===== config.mk =====
export PLATFORM = sky130hd
export DESIGN_NAME = tsr_regs
export DESIGN_NICKNAME = d
export VERILOG_FILES = /design/src/common/tsr_pkg.sv /design/src/hw/tsr_regs.sv /design/src/hw/tsr_event.sv
export SDC_FILE = /design/constraint.sdc
export NUM_CORES = 1
export LEC_CHECK = 0
export ABC_AREA = 0
export BUFFER_PORTS_ARGS = -buffer_cell sky130_fd_sc_hd__buf_2
export CAP_MARGIN = 10
export CORE_MARGIN = 2
export CORE_UTILIZATION = 45
export CTS_BUF_LIST = sky130_fd_sc_hd__clkbuf_2 sky130_fd_sc_hd__clkbuf_4 sky130_fd_sc_hd__clkbuf_8
export CTS_CLUSTER_DIAMETER = 150
export DETAILED_ROUTE_END_ITERATION = 7
export GPL_ROUTABILITY_DRIVEN = 0
export SLEW_MARGIN = 0
export SYNTH_ARGS = -nofsm -noshare
export SYNTH_HDL_FRONTEND = slang
export SYNTH_SLANG_ARGS = --single-unit
export TNS_END_PERCENT = 30

===== constraint.sdc =====
create_clock -name i_sys_clk -period 9.85 [get_ports i_sys_clk]
set_input_delay 1.97 -clock i_sys_clk [delete_from_list [all_inputs] [get_ports i_sys_clk]]
set_output_delay 1.97 -clock i_sys_clk [all_outputs]
set_load 0.01 [all_outputs]

===== src/common/tsr_pkg.sv =====
// package: register map, fields and types of the thermal sensor bank
package tsr_pkg;

  // register indices
  localparam logic [7:0] IDX_FEAT  = 8'h00;
  localparam logic [7:0] IDX_CONF  = 8'h01;
  localparam logic [7:0] IDX_HI    = 8'h02;
  localparam logic [7:0] IDX_LO    = 8'h03;
  localparam logic [7:0] IDX_CRIT  = 8'h04;
  localparam logic [7:0] IDX_TEMP  = 8'h05;
  localparam logic [7:0] IDX_MAKER = 8'h06;
  localparam logic [7:0] IDX_REV   = 8'h07;
  localparam logic [7:0] IDX_TMO   = 8'h08;
  localparam logic [7:0] IDX_RES   = 8'h09;

  // reset values
  localparam logic [15:0] CONF_RST = 16'h0000;
  localparam logic [15:0] LIM_RST  = 16'h0000;
  localparam logic [15:0] TMO_RST  = 16'h0000;
  localparam logic [1:0]  RES_RST  = 2'h1;
  localparam logic [7:0]  IDX_RST  = 8'h00;

  // identity codes: arbitrary neutral values
  localparam logic [15:0] MAKER_CODE = 16'h5a5a;
  localparam logic [15:0] REV_CODE   = 16'h0a01;

  // feature flag fields
  localparam logic       FF_TRIPS   = 1'b1;
  localparam logic       FF_ACCURACY = 1'b1;
  localparam logic       FF_RANGE   = 1'b1;
  localparam logic [1:0] FF_RES     = 2'h1;
  localparam logic       FF_UNUSED  = 1'b0;
  localparam logic       timeout_range_flag = 1'b0;
  localparam logic       alert_shutdown_behaviour = 1'b0;
  localparam logic [7:0] FF_RSVD    = 8'h00;
  localparam logic [15:0] FEATURE_FLAGS = {FF_RSVD,
    alert_shutdown_behaviour, timeout_range_flag, FF_UNUSED, FF_RES,
    FF_RANGE, FF_ACCURACY, FF_TRIPS};

  // control register bit positions
  localparam int CB_MODE  = 0;
  localparam int CB_POL   = 1;
  localparam int CB_CRIT  = 2;
  localparam int CB_EN    = 3;
  localparam int CB_STAT  = 4;
  localparam int CB_CLR   = 5;
  localparam int CB_ALOCK = 6;
  localparam int CB_CLOCK = 7;
  localparam int CB_SHDN  = 8;
  localparam int CB_HYS_LO = 9;
  localparam int CB_HYS_HI = 10;

  // reading fields
  localparam int TEMP_W = 13;
  localparam logic [TEMP_W-1:0] MASK_9B  = 13'h1ff8;
  localparam logic [TEMP_W-1:0] MASK_10B = 13'h1ffc;
  localparam logic [TEMP_W-1:0] MASK_11B = 13'h1ffe;
  localparam logic [TEMP_W-1:0] MASK_12B = 13'h1fff;

  typedef enum logic [3:0] {
    ST_IDLE = 4'h1,
    ST_WIDX = 4'h2,
    ST_WMSB = 4'h4,
    ST_WLSB = 4'h8
  } tsr_state_type;

  typedef struct packed {
    logic       frame_start;
    logic       frame_rd;
    logic       wr_valid;
    logic [7:0] wr_byte;
    logic       rd_req;
  } tsr_bus_req_type;

  typedef struct packed {
    logic mode;
    logic pol;
    logic crit_only;
    logic enable;
    logic shutdown;
  } tsr_evt_cfg_type;

endpackage : tsr_pkg


===== src/hw/tsr_regs.sv =====
// thermal sensor register bank behind the index and two-byte bus port
`timescale 1ns/1ps
`default_nettype none
module tsr_regs
  import tsr_pkg::*;
(
  // clock and reset
  input  wire  logic            i_sys_clk,
  input  wire  logic            i_sys_rst,
  // byte port from the two-wire front end
  input  wire  tsr_bus_req_type i_bus,
  output logic [7:0]            o_rd_byte,
  output logic                  o_rd_valid,
  // samples from the converter
  input  wire  logic            i_smp_valid,
  input  wire  logic [15:0]     i_smp_temp,
  // converter control
  output logic                  o_shutdown,
  output logic [1:0]            o_res_code,
  // open-drain event pin
  output logic                  o_event_out,
  output logic                  o_event_oe
);

  typedef struct packed {
    tsr_state_type st;
    logic [7:0]    index;
    logic [15:0]   conf;
    logic [15:0]   hi;
    logic [15:0]   lo;
    logic [15:0]   crit;
    logic [15:0]   tmo;
    logic [1:0]    res;
    logic [15:0]   temp;
    logic [7:0]    wr_msb;
    logic          rd_lo;
    logic [7:0]    rd_byte;
    logic          rd_valid;
    logic          clr;
  } tsr_main_state_type;

  tsr_main_state_type s_q, s_d;
  tsr_evt_cfg_type    evt_cfg;
  logic               evt_status;
  logic [15:0]        wdata;
  logic [15:0]        rdata;
  logic               lock_any;

  function automatic logic [TEMP_W-1:0] res_mask(input logic [1:0] code);
    unique case (code)
      2'h0: res_mask = MASK_9B;
      2'h1: res_mask = MASK_10B;
      2'h2: res_mask = MASK_11B;
      2'h3: res_mask = MASK_12B;
    endcase
  endfunction : res_mask

  function automatic logic [TEMP_W-1:0] lim(input logic [15:0] r);
    lim = r[TEMP_W-1:0];
  endfunction : lim

  // read path: unmapped indices read as zero
  function automatic logic [15:0] rd_mux(input tsr_main_state_type s,
                                         input logic stat);
    logic [15:0] c;
    c = s.conf;
    c[CB_STAT] = stat;
    c[CB_CLR]  = 1'b0;
    unique case (s.index)
      IDX_FEAT:  rd_mux = FEATURE_FLAGS;
      IDX_CONF:  rd_mux = c;
      IDX_HI:    rd_mux = s.hi;
      IDX_LO:    rd_mux = s.lo;
      IDX_CRIT:  rd_mux = s.crit;
      IDX_TEMP:  rd_mux = s.temp;
      IDX_MAKER: rd_mux = MAKER_CODE;
      IDX_REV:   rd_mux = REV_CODE;
      IDX_TMO:   rd_mux = s.tmo;
      IDX_RES:   rd_mux = {14'h0000, s.res};
      default:   rd_mux = 16'h0000;
    endcase
  endfunction : rd_mux

  assign lock_any = s_q.conf[CB_ALOCK] | s_q.conf[CB_CLOCK];
  assign wdata    = {s_q.wr_msb, i_bus.wr_byte};
  assign rdata    = rd_mux(s_q, evt_status);

  always_comb begin
    evt_cfg.mode      = s_q.conf[CB_MODE];
    evt_cfg.pol       = s_q.conf[CB_POL];
    evt_cfg.crit_only = s_q.conf[CB_CRIT];
    evt_cfg.enable    = s_q.conf[CB_EN];
    evt_cfg.shutdown  = s_q.conf[CB_SHDN];
  end

  always_comb begin
    s_d = s_q;
    s_d.rd_valid = 1'b0;
    s_d.clr = 1'b0;
    // the reading follows the selected resolution and carries trip flags
    if (i_smp_valid && !s_q.conf[CB_SHDN]) begin
      s_d.temp = {evt_flags_next(i_smp_temp[TEMP_W-1:0]),
                  i_smp_temp[TEMP_W-1:0] & res_mask(s_q.res)};
    end
    if (i_bus.frame_start) begin
      s_d.rd_lo = 1'b0;
      s_d.st = i_bus.frame_rd ? ST_IDLE : ST_WIDX;
    end else if (i_bus.wr_valid) begin
      unique case (s_q.st)
        ST_WIDX: begin
          s_d.index = i_bus.wr_byte;
          s_d.st = ST_WMSB;
        end
        ST_WMSB: begin
          s_d.wr_msb = i_bus.wr_byte;
          s_d.st = ST_WLSB;
        end
        ST_WLSB: begin
          // third data byte onward is dropped
          s_d.st = ST_IDLE;
          unique case (s_q.index)
            IDX_CONF: begin
              s_d.conf[CB_HYS_HI:CB_HYS_LO] =
                wdata[CB_HYS_HI:CB_HYS_LO];
              if (!lock_any) begin
                s_d.conf[CB_MODE] = wdata[CB_MODE];
                s_d.conf[CB_POL]  = wdata[CB_POL];
                s_d.conf[CB_EN]   = wdata[CB_EN];
              end
              if (!s_q.conf[CB_ALOCK]) begin
                s_d.conf[CB_CRIT] = wdata[CB_CRIT];
              end
              // locks only fall at reset
              s_d.conf[CB_ALOCK] = s_q.conf[CB_ALOCK] | wdata[CB_ALOCK];
              s_d.conf[CB_CLOCK] = s_q.conf[CB_CLOCK] | wdata[CB_CLOCK];
              if (!lock_any || !wdata[CB_SHDN]) begin
                s_d.conf[CB_SHDN] = wdata[CB_SHDN];
              end
              s_d.clr = wdata[CB_CLR] && s_q.conf[CB_MODE];
            end
            IDX_HI: begin
              if (!s_q.conf[CB_ALOCK]) begin
                s_d.hi = wdata;
              end
            end
            IDX_LO: begin
              if (!s_q.conf[CB_ALOCK]) begin
                s_d.lo = wdata;
              end
            end
            IDX_CRIT: begin
              if (!s_q.conf[CB_CLOCK]) begin
                s_d.crit = wdata;
              end
            end
            IDX_TMO: s_d.tmo = wdata;
            IDX_RES: s_d.res = wdata[1:0];
            default: s_d.st = ST_IDLE;
          endcase
        end
        ST_IDLE: s_d.st = ST_IDLE;
      endcase
    end
    if (i_bus.rd_req && !i_bus.frame_start) begin
      s_d.rd_byte  = s_q.rd_lo ? rdata[7:0] : rdata[15:8];
      s_d.rd_valid = 1'b1;
      s_d.rd_lo    = !s_q.rd_lo;
    end
  end

  // trip flags as seen against the sample about to be stored
  function automatic logic [2:0] evt_flags_next(
      input logic [TEMP_W-1:0] t);
    evt_flags_next[2] = $signed(t) > $signed(lim(s_q.crit));
    evt_flags_next[1] = $signed(t) > $signed(lim(s_q.hi));
    evt_flags_next[0] = $signed(t) < $signed(lim(s_q.lo));
  endfunction : evt_flags_next

  always_ff @(posedge i_sys_clk or posedge i_sys_rst) begin
    if (i_sys_rst) begin
      s_q.st       <= ST_IDLE;
      s_q.index    <= IDX_RST;
      s_q.conf     <= CONF_RST;
      s_q.hi       <= LIM_RST;
      s_q.lo       <= LIM_RST;
      s_q.crit     <= LIM_RST;
      s_q.tmo      <= TMO_RST;
      s_q.res      <= RES_RST;
      s_q.temp     <= 16'h0000;
      s_q.wr_msb   <= 8'h00;
      s_q.rd_lo    <= 1'b0;
      s_q.rd_byte  <= 8'h00;
      s_q.rd_valid <= 1'b0;
      s_q.clr      <= 1'b0;
    end else begin
      s_q <= s_d;
    end
  end

  tsr_event u_event (
    .i_sys_clk   (i_sys_clk),
    .i_sys_rst   (i_sys_rst),
    .i_cfg       (evt_cfg),
    .i_hi        (lim(s_q.hi)),
    .i_lo        (lim(s_q.lo)),
    .i_crit      (lim(s_q.crit)),
    .i_clear     (s_q.clr),
    .i_smp_valid (i_smp_valid),
    .i_temp      (i_smp_temp[TEMP_W-1:0]),
    .o_status    (evt_status),
    .o_flags     (),
    .o_event_out (o_event_out),
    .o_event_oe  (o_event_oe)
  );

  assign o_rd_byte  = s_q.rd_byte;
  assign o_rd_valid = s_q.rd_valid;
  assign o_shutdown = s_q.conf[CB_SHDN];
  assign o_res_code = s_q.res;
endmodule : tsr_regs
`default_nettype wire


===== src/hw/tsr_event.sv =====
// event block: limit compare, event status and open-drain event pin
`timescale 1ns/1ps
`default_nettype none
module tsr_event
  import tsr_pkg::*;
(
  // clock and reset
  input  wire  logic              i_sys_clk,
  input  wire  logic              i_sys_rst,
  // settings
  input  wire  tsr_evt_cfg_type   i_cfg,
  input  wire  logic [TEMP_W-1:0] i_hi,
  input  wire  logic [TEMP_W-1:0] i_lo,
  input  wire  logic [TEMP_W-1:0] i_crit,
  input  wire  logic              i_clear,
  // samples
  input  wire  logic              i_smp_valid,
  input  wire  logic [TEMP_W-1:0] i_temp,
  // results
  output logic                    o_status,
  output logic [2:0]              o_flags,
  output logic                    o_event_out,
  output logic                    o_event_oe
);

  typedef struct packed {
    logic       status;
    logic [2:0] flags;
    logic       cond;
    logic       released;
    logic       shdn;
    logic       oe;
  } tsr_evt_state_type;

  tsr_evt_state_type s_q, s_d;
  logic [2:0] cmp;
  logic       cond;

  always_comb begin
    cmp[2] = $signed(i_temp) > $signed(i_crit);
    cmp[1] = $signed(i_temp) > $signed(i_hi);
    cmp[0] = $signed(i_temp) < $signed(i_lo);
    cond = i_cfg.crit_only ? cmp[2] : |cmp;
    s_d = s_q;
    s_d.shdn = i_cfg.shutdown;
    // no samples are taken while shut down; only a clear with the mode bit set can still drop the status
    if (i_smp_valid && !i_cfg.shutdown) begin
      s_d.flags = cmp;
      s_d.cond = cond;
      s_d.released = 1'b0;
      if (!i_cfg.mode) begin
        s_d.status = cond;
      end else if (cond && !s_q.cond) begin
        s_d.status = 1'b1;
      end
    end else if (i_clear && i_cfg.mode) begin
      s_d.status = 1'b0;
    end
    if (i_cfg.shutdown && !s_q.shdn && alert_shutdown_behaviour) begin
      s_d.released = 1'b1;
    end
    // comparator mode may leave the released state at once
    if (!i_cfg.shutdown && !i_cfg.mode) begin
      s_d.released = 1'b0;
    end
    s_d.oe = i_cfg.enable && !s_d.released && (s_d.status ^ i_cfg.pol);
  end

  always_ff @(posedge i_sys_clk or posedge i_sys_rst) begin
    if (i_sys_rst) begin
      s_q <= '0;
    end else begin
      s_q <= s_d;
    end
  end

  assign o_status    = s_q.status;
  assign o_flags     = s_q.flags;
  assign o_event_out = 1'b0;
  assign o_event_oe  = s_q.oe;
endmodule : tsr_event
`default_nettype wire


-- Yosys cells after proc, flatten, opt, wreduce, memory -nomap -nowiden
Index checks and enable logic that the tools add are counted.
- bits of input ports: 31
- output and inout bits: 14
- register bits after elaboration: 126
- reductions and logical operators: 34
- muxes and demuxes: 22
- order comparisons: 3
- bitwise logic cells: 9
- eq/ne operators: 16
- operators by type and width (operator ; number):
    $pmux 16 s10 ; 1
    $pmux 13 s4 ; 1
    $eq 8x3->1 const B ; 4
    $reduce_and 5->1 ; 6
    $gt 13x13->1 ; 2
    $eq 8x2->1 const B ; 2
    $eq 8x4->1 const B ; 2
    $mux 8 ; 2
    $and 13x13->13 ; 1
    $lt 13x13->1 ; 1
    $mux 13 ; 1
    $mux 1 ; 12
    $mux 12 ; 1
    $pmux 4 s3 ; 1
    $reduce_and 4->1 ; 3
    $mux 10 ; 1
    $eq 8x1->1 const B ; 1
    $logic_and 1x1->1 ; 8
    $logic_not 1->1 ; 8
    $logic_not 8->1 ; 1
    $reduce_and 3->1 ; 2
    $eq 2x2->1 const B ; 2
    $eq 4x1->1 const B ; 1
    $eq 4x2->1 const B ; 1
    13 further kinds ; 19

-- Longest topological paths before layout
Gate-level depths: netlist of the first run.
- depth in word-level cells: 9
- depth in mapped cells: 9

-- Cells and area by module
From an unflattened synthesis of the first run, not the netlist that was laid out.
- cells, all modules: 825
- area total of the unflattened synthesis: 7980.2 um^2
- by module, submodules not included (module ; cells each ; area each (um^2) ; times used):
    tsr_regs ; 648 ; 6641.4 ; 1
    tsr_event ; 177 ; 1338.8 ; 1

-- Worst setup path after synthesis of the first run
Ideal clock, no wire load.
- path kind: input port to flip-flop
- start point: input i_smp_temp[8]
- end point: register u_event.s_q (netlist bit u_event.o_event_oe)
- path buffers: 0
- data required time: 9720 ps
- slack: 6019 ps
- arrival time: 3701 ps
- stages on the path: 8
- library setup time: 130 ps
- cell sequence: ha_1 > a211oi_1 > o21ai_0 > a221o_1 > o211a_1 > o41ai_1 > a22oi_1 > mux2i_1
- RTL lines (element ; line ; RTL):
    from (decl) ; tsr_regs.sv:16 ; input wire logic [15:0] i_smp_temp,
    to (signal assigned) ; tsr_event.sv:71 ; s_q <= '0;
    to (signal assigned) ; tsr_event.sv:73 ; s_q <= s_d;
    to (decl) ; tsr_event.sv:35 ; tsr_evt_state_type s_q, s_d;

==> results of run 1 <==
## synthesized netlist by cell type (all sizes together) (3+ instances only)
| library cell | count |
|---|---|
| a211o | 3 |
| nor2 | 23 |
| o211ai | 5 |
| and2 | 5 |
| inv | 45 |
| ha | 38 |
| mux2 | 76 |
| nand2b | 4 |
| clkbuf | 11 |
| nand2 | 82 |
| a222oi | 9 |
| nor3 | 6 |
| a32o | 6 |
| a21oi | 13 |
| a221oi | 9 |
| o21ai | 29 |
| nand3 | 12 |
| nor3b | 3 |
| and3 | 5 |
| a22oi | 19 |
| buf | 25 |
| dfrtp | 124 |
| a21o | 9 |
| nand4 | 7 |
| nor2b | 9 |
## cell families after synthesis
logic type               after synthesis  synth area share
adder cells (fa/ha/maj)               38           0.07134
other                                  1         0.0005626
multiplexers                          78            0.1370
AND/OR/NAND/NOR                      164            0.1258
XOR/XNOR                               1          0.001314
AO/OA/AOI/OAI                        122            0.1323
buffers and inverters                 81           0.05819
flip-flops                           126            0.4734
## state kept, by name, indices dropped and copies added (netlist names)
| signal | flops |
|---|---|
| u_event.o_event_oe | 1 |
| o_rd_valid | 1 |
| s_q | 106 |
| o_rd_byte | 8 |
| o_shutdown | 1 |
| evt_cfg | 4 |
| u_event.o_status | 1 |
| u_event.s_q | 2 |
| o_res_code | 2 |
## layout make-up
class / count / area share
sequential: 126 / 0.4288
multi-input combinational: 404 / 0.4242
clock buffer: 25 / 0.04166
timing repair buffer: 45 / 0.03231
tap: 184 / 0.03129
inverter: 45 / 0.02330
clock inverter: 7 / 0.01836
## worst paths after layout
path / startpoint / end / cells after the start
min in group asynchronous: i_sys_rst / s_q[126] / 2
min reg2reg: s_q[20] / s_q[20] / 2
min: s_q[20] / s_q[20] / 2
max: i_smp_temp[12] / u_event.o_event_oe / 9
max reg2reg: s_q[124] / s_q[50] / 5
max in group asynchronous: i_sys_rst / s_q[40] / 3
## power by group through the flow
stage | sequential, uW | clock (uW) | combinational [uW]
floorplan | 582 | 0 | 132
finish | 596 | 507 | 166
global placement | 602 | 0 | 163
detailed placement | 605 | 0 | 166
global route | 601 | 539 | 184
CTS | 595 | 514 | 167
## per-layer routing
layer  GRT usage  part of all wire  wire [um]  vias to the layer above
met1      0.3309              0.43       7960                     2510
met5           0                 0          0                        -
met2      0.4032              0.50       9119                      151
met3     0.04800             0.056       1030                       21
met4     0.07124             0.017        305                        0
li1            -                 -          -                     2231
## per-stage QoR
| stage | total power [uW] | instance area, sq um | std cells | utilization | setup WS (ns) |
|---|---|---|---|---|---|
| after floorplan | 714.4 | 6665 | 611 | - | 4.527 |
| after global placement | 765.7 | 6917 | 804 | 0.4777 | 5.356 |
| after detailed placement | 770.8 | 6917 | 804 | 0.4777 | 5.328 |
| after CTS | 1276 | 7358 | 836 | 0.5082 | 5.789 |
| after global routing | 1324 | 7358 | 836 | 0.5082 | 5.613 |
| final | 1269 | 7358 | 836 | 0.5082 | 5.695 |
## tightest hold or removal path: cells and delay by family (launching register included)
family,cells,cell delay (ns)
DFF,1,0.35
and+or+nand+nor,2,0.10
==> results.md, run 1 <==
* Total global-route track usage at 0.2449
* Routed len/inst at ~22 um
* WP buf/inv at 1
* Residual DRC count at 0
* Net count of the mapped netlist at between 600 and 700
* Layout Skew at 0.01063 ns
* Largest net degree at the start of global routing at 65
* Top achievable clock speed at ~0.24 GHz
* Number of enable flip-flop cells after synthesis at 0
* Sequential fraction of the synthesis area at 0.4734
* Share of cells above drive strength 1 at 0.2546
* Final hold violation count at 0
* Die span in x at about 130 um
* Endpoint required time on the critical path at roughly 10 ns
* Total of cells resized after clock tree synthesis at 0
* Detailed-routing iteration count for the pre-antenna-repair pass at 7
* Overall via count from detail_route at around 5000
* Final worst hold slack at about 0.48 ns
* Total wire length after detailed routing at 18420 um
* Chain of cells forming the critical path: buf_2 -> ha_1 -> nand3_1 -> nor3_1 -> nand4_1 -> o211a_1 -> o41ai_1 -> a22oi_1 -> mux2i_1
* Total negative slack at 0 ns
* Post-layout minimum cycle time at roughly 4.2 ns
* Leakage component of the power at around 0.0037 uW
* Clock insertion delay at the later pin of the skew report at between 0.4 and 0.5 ns
* Commonest non-fill, non-tap cells in the layout: sky130_fd_sc_hd__dfrtp_1, sky130_fd_sc_hd__nand2_1, sky130_fd_sc_hd__mux2_2, sky130_fd_sc_hd__inv_1, sky130_fd_sc_hd__buf_2
* Site row count at 44
* FF-to-FF setup slack at 6.45 ns
* Number of failing setup endpoints in the final timing report at 0
* Maxcap violations at 0
* Number of diodes at 0
* Type of the worst setup path: in -> reg
* Transition time at the pin with the least slew margin at around 1.1 ns
* Wire length of the first global-routing pass at just under 30000 um
* Most used DFF post-synth: sky130_fd_sc_hd__dfrtp_1
* H-tree lvl count at 4
* Internal Dissipation at around 900 uW
* Number of nets with antenna violations after detailed routing at 0
* Average instance area after synthesis at ~11 sq um
* Worst relative slew slack at 0.2655
* Yosys reg bits at about 130
* Critical Path Slowest Stage Cell: sky130_fd_sc_hd__o41ai_1
* Max IR drop VDD at slightly above 100 uV
* Antenna violations before repair at 1
* Endpoint kind of the worst setup timing path: flop
* I/O pin count at 45
* First DRT Iteration DRCs at around 470
* Sequential Power Share at 0.470
* Worst path top cell family by delay: compound AO/OA/AOI/OAI gates
* Number of synthesis warnings at 0
* Biggest area contributors in the synthesized netlist: sky130_fd_sc_hd__dfrtp_1, sky130_fd_sc_hd__mux2_2, sky130_fd_sc_hd__ha_1, sky130_fd_sc_hd__nand2_1, sky130_fd_sc_hd__inv_1
* Commonest non-fill, non-tap cell in the layout: sky130_fd_sc_hd__dfrtp_1
* PwrDens at ~170 nW/um^2
* Total core area at roughly 14000 sq um
* Via count of the first global-routing pass at around 5000
* Post-CTS Hold Fix Bufs at 0
* Sw Pwr at 348.6 uW
* Max incr delay on CP at roughly 0.75 ns
* Highest fanout seen on the critical path at 4
* Multi-input gate area in the final layout at approximately 3100 sq um
* Data arrival, critical path at about 4.5 ns
* Post-synthesis async set-or-reset flop share at 1.000
* Clock tree from TritonCTS: done
* Total area of sequential cells at roughly 3200 sq um
* Nets@finish at between 700 and 800
* Detailed Place HPWL at ~12000 um
* Number of buffers on the longest clock path at 2
* Layout area overhead at 10.40%
* Share of the cycle needed by the critical path after routing at 0.4218
* Count of port buffers added during placement at 40
* TritonCTS Buffers at 17
* Die outline area at between 15000 and 20000 sq um
* Fill cells at around 1300
* Setup repair bufs after CTS at 0
* Switching share of total power at 0.2748
* Overall overflow remaining after global route at 0
* RSZ-0062 raised after global routing: no
* Hold crit path type: reg -> reg
* Clock-pin transition on the worst setup and hold timing paths at 0.07 ns
* Netlist area before placement at between 6000 and 7000 sq um
* Number of clock sinks seen by CTS at 126
* Number of different library cells in the post-synthesis netlist at 63
* Final slew viol count at 0
* Portion of total power attributed to the clock network at 0.399
* Initial standard-cell utilization of the core at 0.4603
* Sort of element at the start of the critical path: input pin
* CTS Root Cell: sky130_fd_sc_hd__clkbuf_8
* Area leader, netlist: sky130_fd_sc_hd__dfrtp_1
* Number of vias per cell at 5.877
* Share of total power in combinational logic at 0.131
* Post-synthesis cell count at around 610
* Area share of the leading cell type in the synthesized netlist at 0.4656
* Die outline height at ~130 um
* Run status: finished clean
No activity file was read; power rests on OpenSTA's default activity.
==> inputs of run 2 (changes only) <==
==> constraint.sdc (replaced) <==
create_clock -name i_sys_clk -period 4.2 [get_ports i_sys_clk]
set_input_delay 0.84 -clock i_sys_clk [delete_from_list [all_inputs] [get_ports i_sys_clk]]
set_output_delay 0.84 -clock i_sys_clk [all_outputs]
set_load 0.01 [all_outputs]
==> run 2 against run 1 <==
Compared with the run above: power grew 130%; count of clock-buffer cells in the layout shrank 1; largest power group unchanged; highest routed layer unchanged; cell count grew 0.24%; via count grew 2.0%; critical path depth is the same; routed wire length shrank 0.78%.
==> results.md, run 2 (synthesis results as in run 1) <==
* Commonest non-fill, non-tap cells in the layout: sky130_fd_sc_hd__dfrtp_1, sky130_fd_sc_hd__nand2_1, sky130_fd_sc_hd__mux2_2, sky130_fd_sc_hd__inv_1, sky130_fd_sc_hd__buf_2
* Commonest non-fill, non-tap cell in the layout: sky130_fd_sc_hd__dfrtp_1
* Routed len/inst at 21.80 um (-1.0%)
* Critical Path Slowest Stage Cell: sky130_fd_sc_hd__o41ai_1
* Chain of cells forming the critical path: buf_2 -> ha_1 -> a211oi_1 -> o21ai_0 -> a221o_1 -> o211a_1 -> o41ai_1 -> a22oi_1 -> mux2i_1
* First DRT Iteration DRCs at 473 (+1.3%)
* Count of port buffers added during placement at 40 (unchanged)
* Data arrival, critical path at 3.28 ns (-1.21 ns)
* Hold crit path type: reg -> reg
* Share of cells above drive strength 1 at 0.2569 (+0.002280)
* Layout Skew at 0.01089 ns (+0.0002552 ns)
* CTS Root Cell: sky130_fd_sc_hd__clkbuf_8
* Total global-route track usage at 0.2453 (+0.0003200)
* Highest fanout seen on the critical path at 4 (unchanged)
* Leakage component of the power at 0.003711 uW (+0.23%)
* Die outline height at 125.7 um (unchanged)
* Endpoint required time on the critical path at 4.53 ns (-5.65 ns)
* Detailed Place HPWL at 12640 um (+1.6%)
* Type of the worst setup path: in -> reg
* Placed cell areas at 6952 sq um (+0.51%)
* Residual DRC count at 0 (unchanged)
* Post-CTS Hold Fix Bufs at 0 (unchanged)
* Total core area at 14480 sq um (unchanged)
* Worst relative slew slack at 0.3220 (+0.05651)
* Final slew viol count at 0 (unchanged)
* Antenna violations before repair at 0 (-1)
* Maxcap violations at 0 (unchanged)
* Number of vias per cell at 5.982 (+1.8%)
* Final Util at 0.5088 (+0.0006050)
* Sort of element at the start of the critical path: input pin
* Max IR drop VDD at 231.3 uV (+120%)
* Number of clock sinks seen by CTS at 126 (unchanged)
* Initial standard-cell utilization of the core at 0.4603 (unchanged)
* Post-layout minimum cycle time at 2.949 ns
* Site row count at 44 (unchanged)
* Overall via count from detail_route at 5013 (+2.0%)
* Final hold violation count at 0 (unchanged)
* Number of failing setup endpoints in the final timing report at 0 (unchanged)
* Max FFs per register at 106 (unchanged)
* Via count of the first global-routing pass at 5206 (+5.1%)
* Endpoint kind of the worst setup timing path: flop
* Final worst hold slack at 0.4811 ns (-0.0001090 ns)
* Placed Cells incl. Taps at 807 (+0.37%)
* Clock tree from TritonCTS: done
* Total wire length after detailed routing at 18270 um (-0.78%)
* Overall overflow remaining after global route at 0 (unchanged)
* Detailed-routing iteration count for the pre-antenna-repair pass at 5 (-2)
* Clock-pin transition on the worst setup and hold timing paths at 0.07 ns (about the same)
* Total negative slack at 0 ns (unchanged)
* Top achievable clock speed at 0.3391 GHz
* Number of nets with antenna violations after detailed routing at 0 (unchanged)
* Worst path top cell family by delay: compound AO/OA/AOI/OAI gates
* I/O pin count at 45 (unchanged)
* TritonCTS Buffers at 17 (unchanged)
* Fill cells at 1315 (+1.3%)
* Max incr delay on CP at 0.74 ns (about the same)
* Die outline area at 15800 sq um (unchanged)
* Setup repair bufs after CTS at 0 (unchanged)
* Summed area of non-filler cells in the final layout at 7367 sq um (+0.12%)
* PwrDens at 396.5 nW/um^2 (+130%)
* H-tree lvl count at 4 (unchanged)
* Number of buffers on the longest clock path at 2 (unchanged)
* Number of standard cells in the final layout excluding fillers at 838 (+0.24%)
* Run status: finished clean
* RSZ-0062 raised after global routing: no
* Total of cells resized after clock tree synthesis at 0 (unchanged)
* Wire length of the first global-routing pass at 29550 um (+2.0%)
* Layout area overhead at 10.53%
* Share of the cycle needed by the critical path after routing at 0.7021
* Number of diodes at 0 (unchanged)
* Register bank with the most flops: s_q
* Largest net degree at the start of global routing at 67 (+3.1%)
* Nets@finish at 711 (+0.42%)
* Die span in x at 125.7 um (unchanged)
* Clock insertion delay at the later pin of the skew report at 0.46 ns (about the same)
* Transition time at the pin with the least slew margin at 1.017 ns (-0.08477 ns)
* WP buf/inv at 1 (unchanged)
## run 2: path summary, 6_finish.rpt
| kind | from | end | slack [ns] | depth (start not counted) |
|---|---|---|---|---|
| max in group asynchronous | i_sys_rst | o_res_code[0] | 2.79 | 3 |
| worst min-delay path | s_q[24] | s_q[24] | 0.48 | 2 |
| min in group asynchronous | i_sys_rst | s_q[126] | 0.53 | 2 |
| worst min register to register | s_q[24] | s_q[24] | 0.48 | 2 |
| worst max register to register | s_q[61] | u_event.o_event_oe | 1.38 | 9 |
| worst max-delay path | i_smp_temp[8] | u_event.o_event_oe | 1.25 | 9 |
## run 2: layout make-up
| type | count | area, sq um | share of cell area |
|---|---|---|---|
| Sequential cell | 126 | 3156 | 0.4283 |
| Clock inverter | 7 | 110.1 | 0.01495 |
| Tap cell | 184 | 230.2 | 0.03125 |
| Inverter | 45 | 171.4 | 0.02327 |
| Timing Repair Buffer | 48 | 272.8 | 0.03702 |
| Multi-Input combinational cell | 404 | 3122 | 0.4237 |
| Clock buffer | 24 | 305.3 | 0.04144 |
## run 2: worst min-delay path, delay by kind of cell, from the launching register on
| family | cells | cell delay [ns] |
|---|---|---|
| flops | 1 | 0.35 |
| simple gates | 2 | 0.10 |
## run 2: power breakdown
group	total, uW	leakage, uW	switching (uW)	internal (uW)
clock	1130	0.000220	473	653
sequential	1400	0.00163	110	1290
combinational	393	0.00186	239	154
total	2920	0.00371	822	2100
## run 2: metal layers
layer,global-route usage,up-vias,part of all wire
met5,0,-,0
met4,0.09020,0,0.024
met3,0.04588,34,0.046
met2,0.4057,158,0.49
met1,0.3230,2573,0.44
li1,-,2248,-
## run 2: per-stage QoR
stage | total power, uW | setup slack (ns)
after detailed placement | 1812 | 0.9101
after global routing | 3042 | 1.231
final | 2921 | 1.251
after floorplan | 1676 | 0.007375
after CTS | 2933 | 1.369
after global placement | 1798 | 0.8728
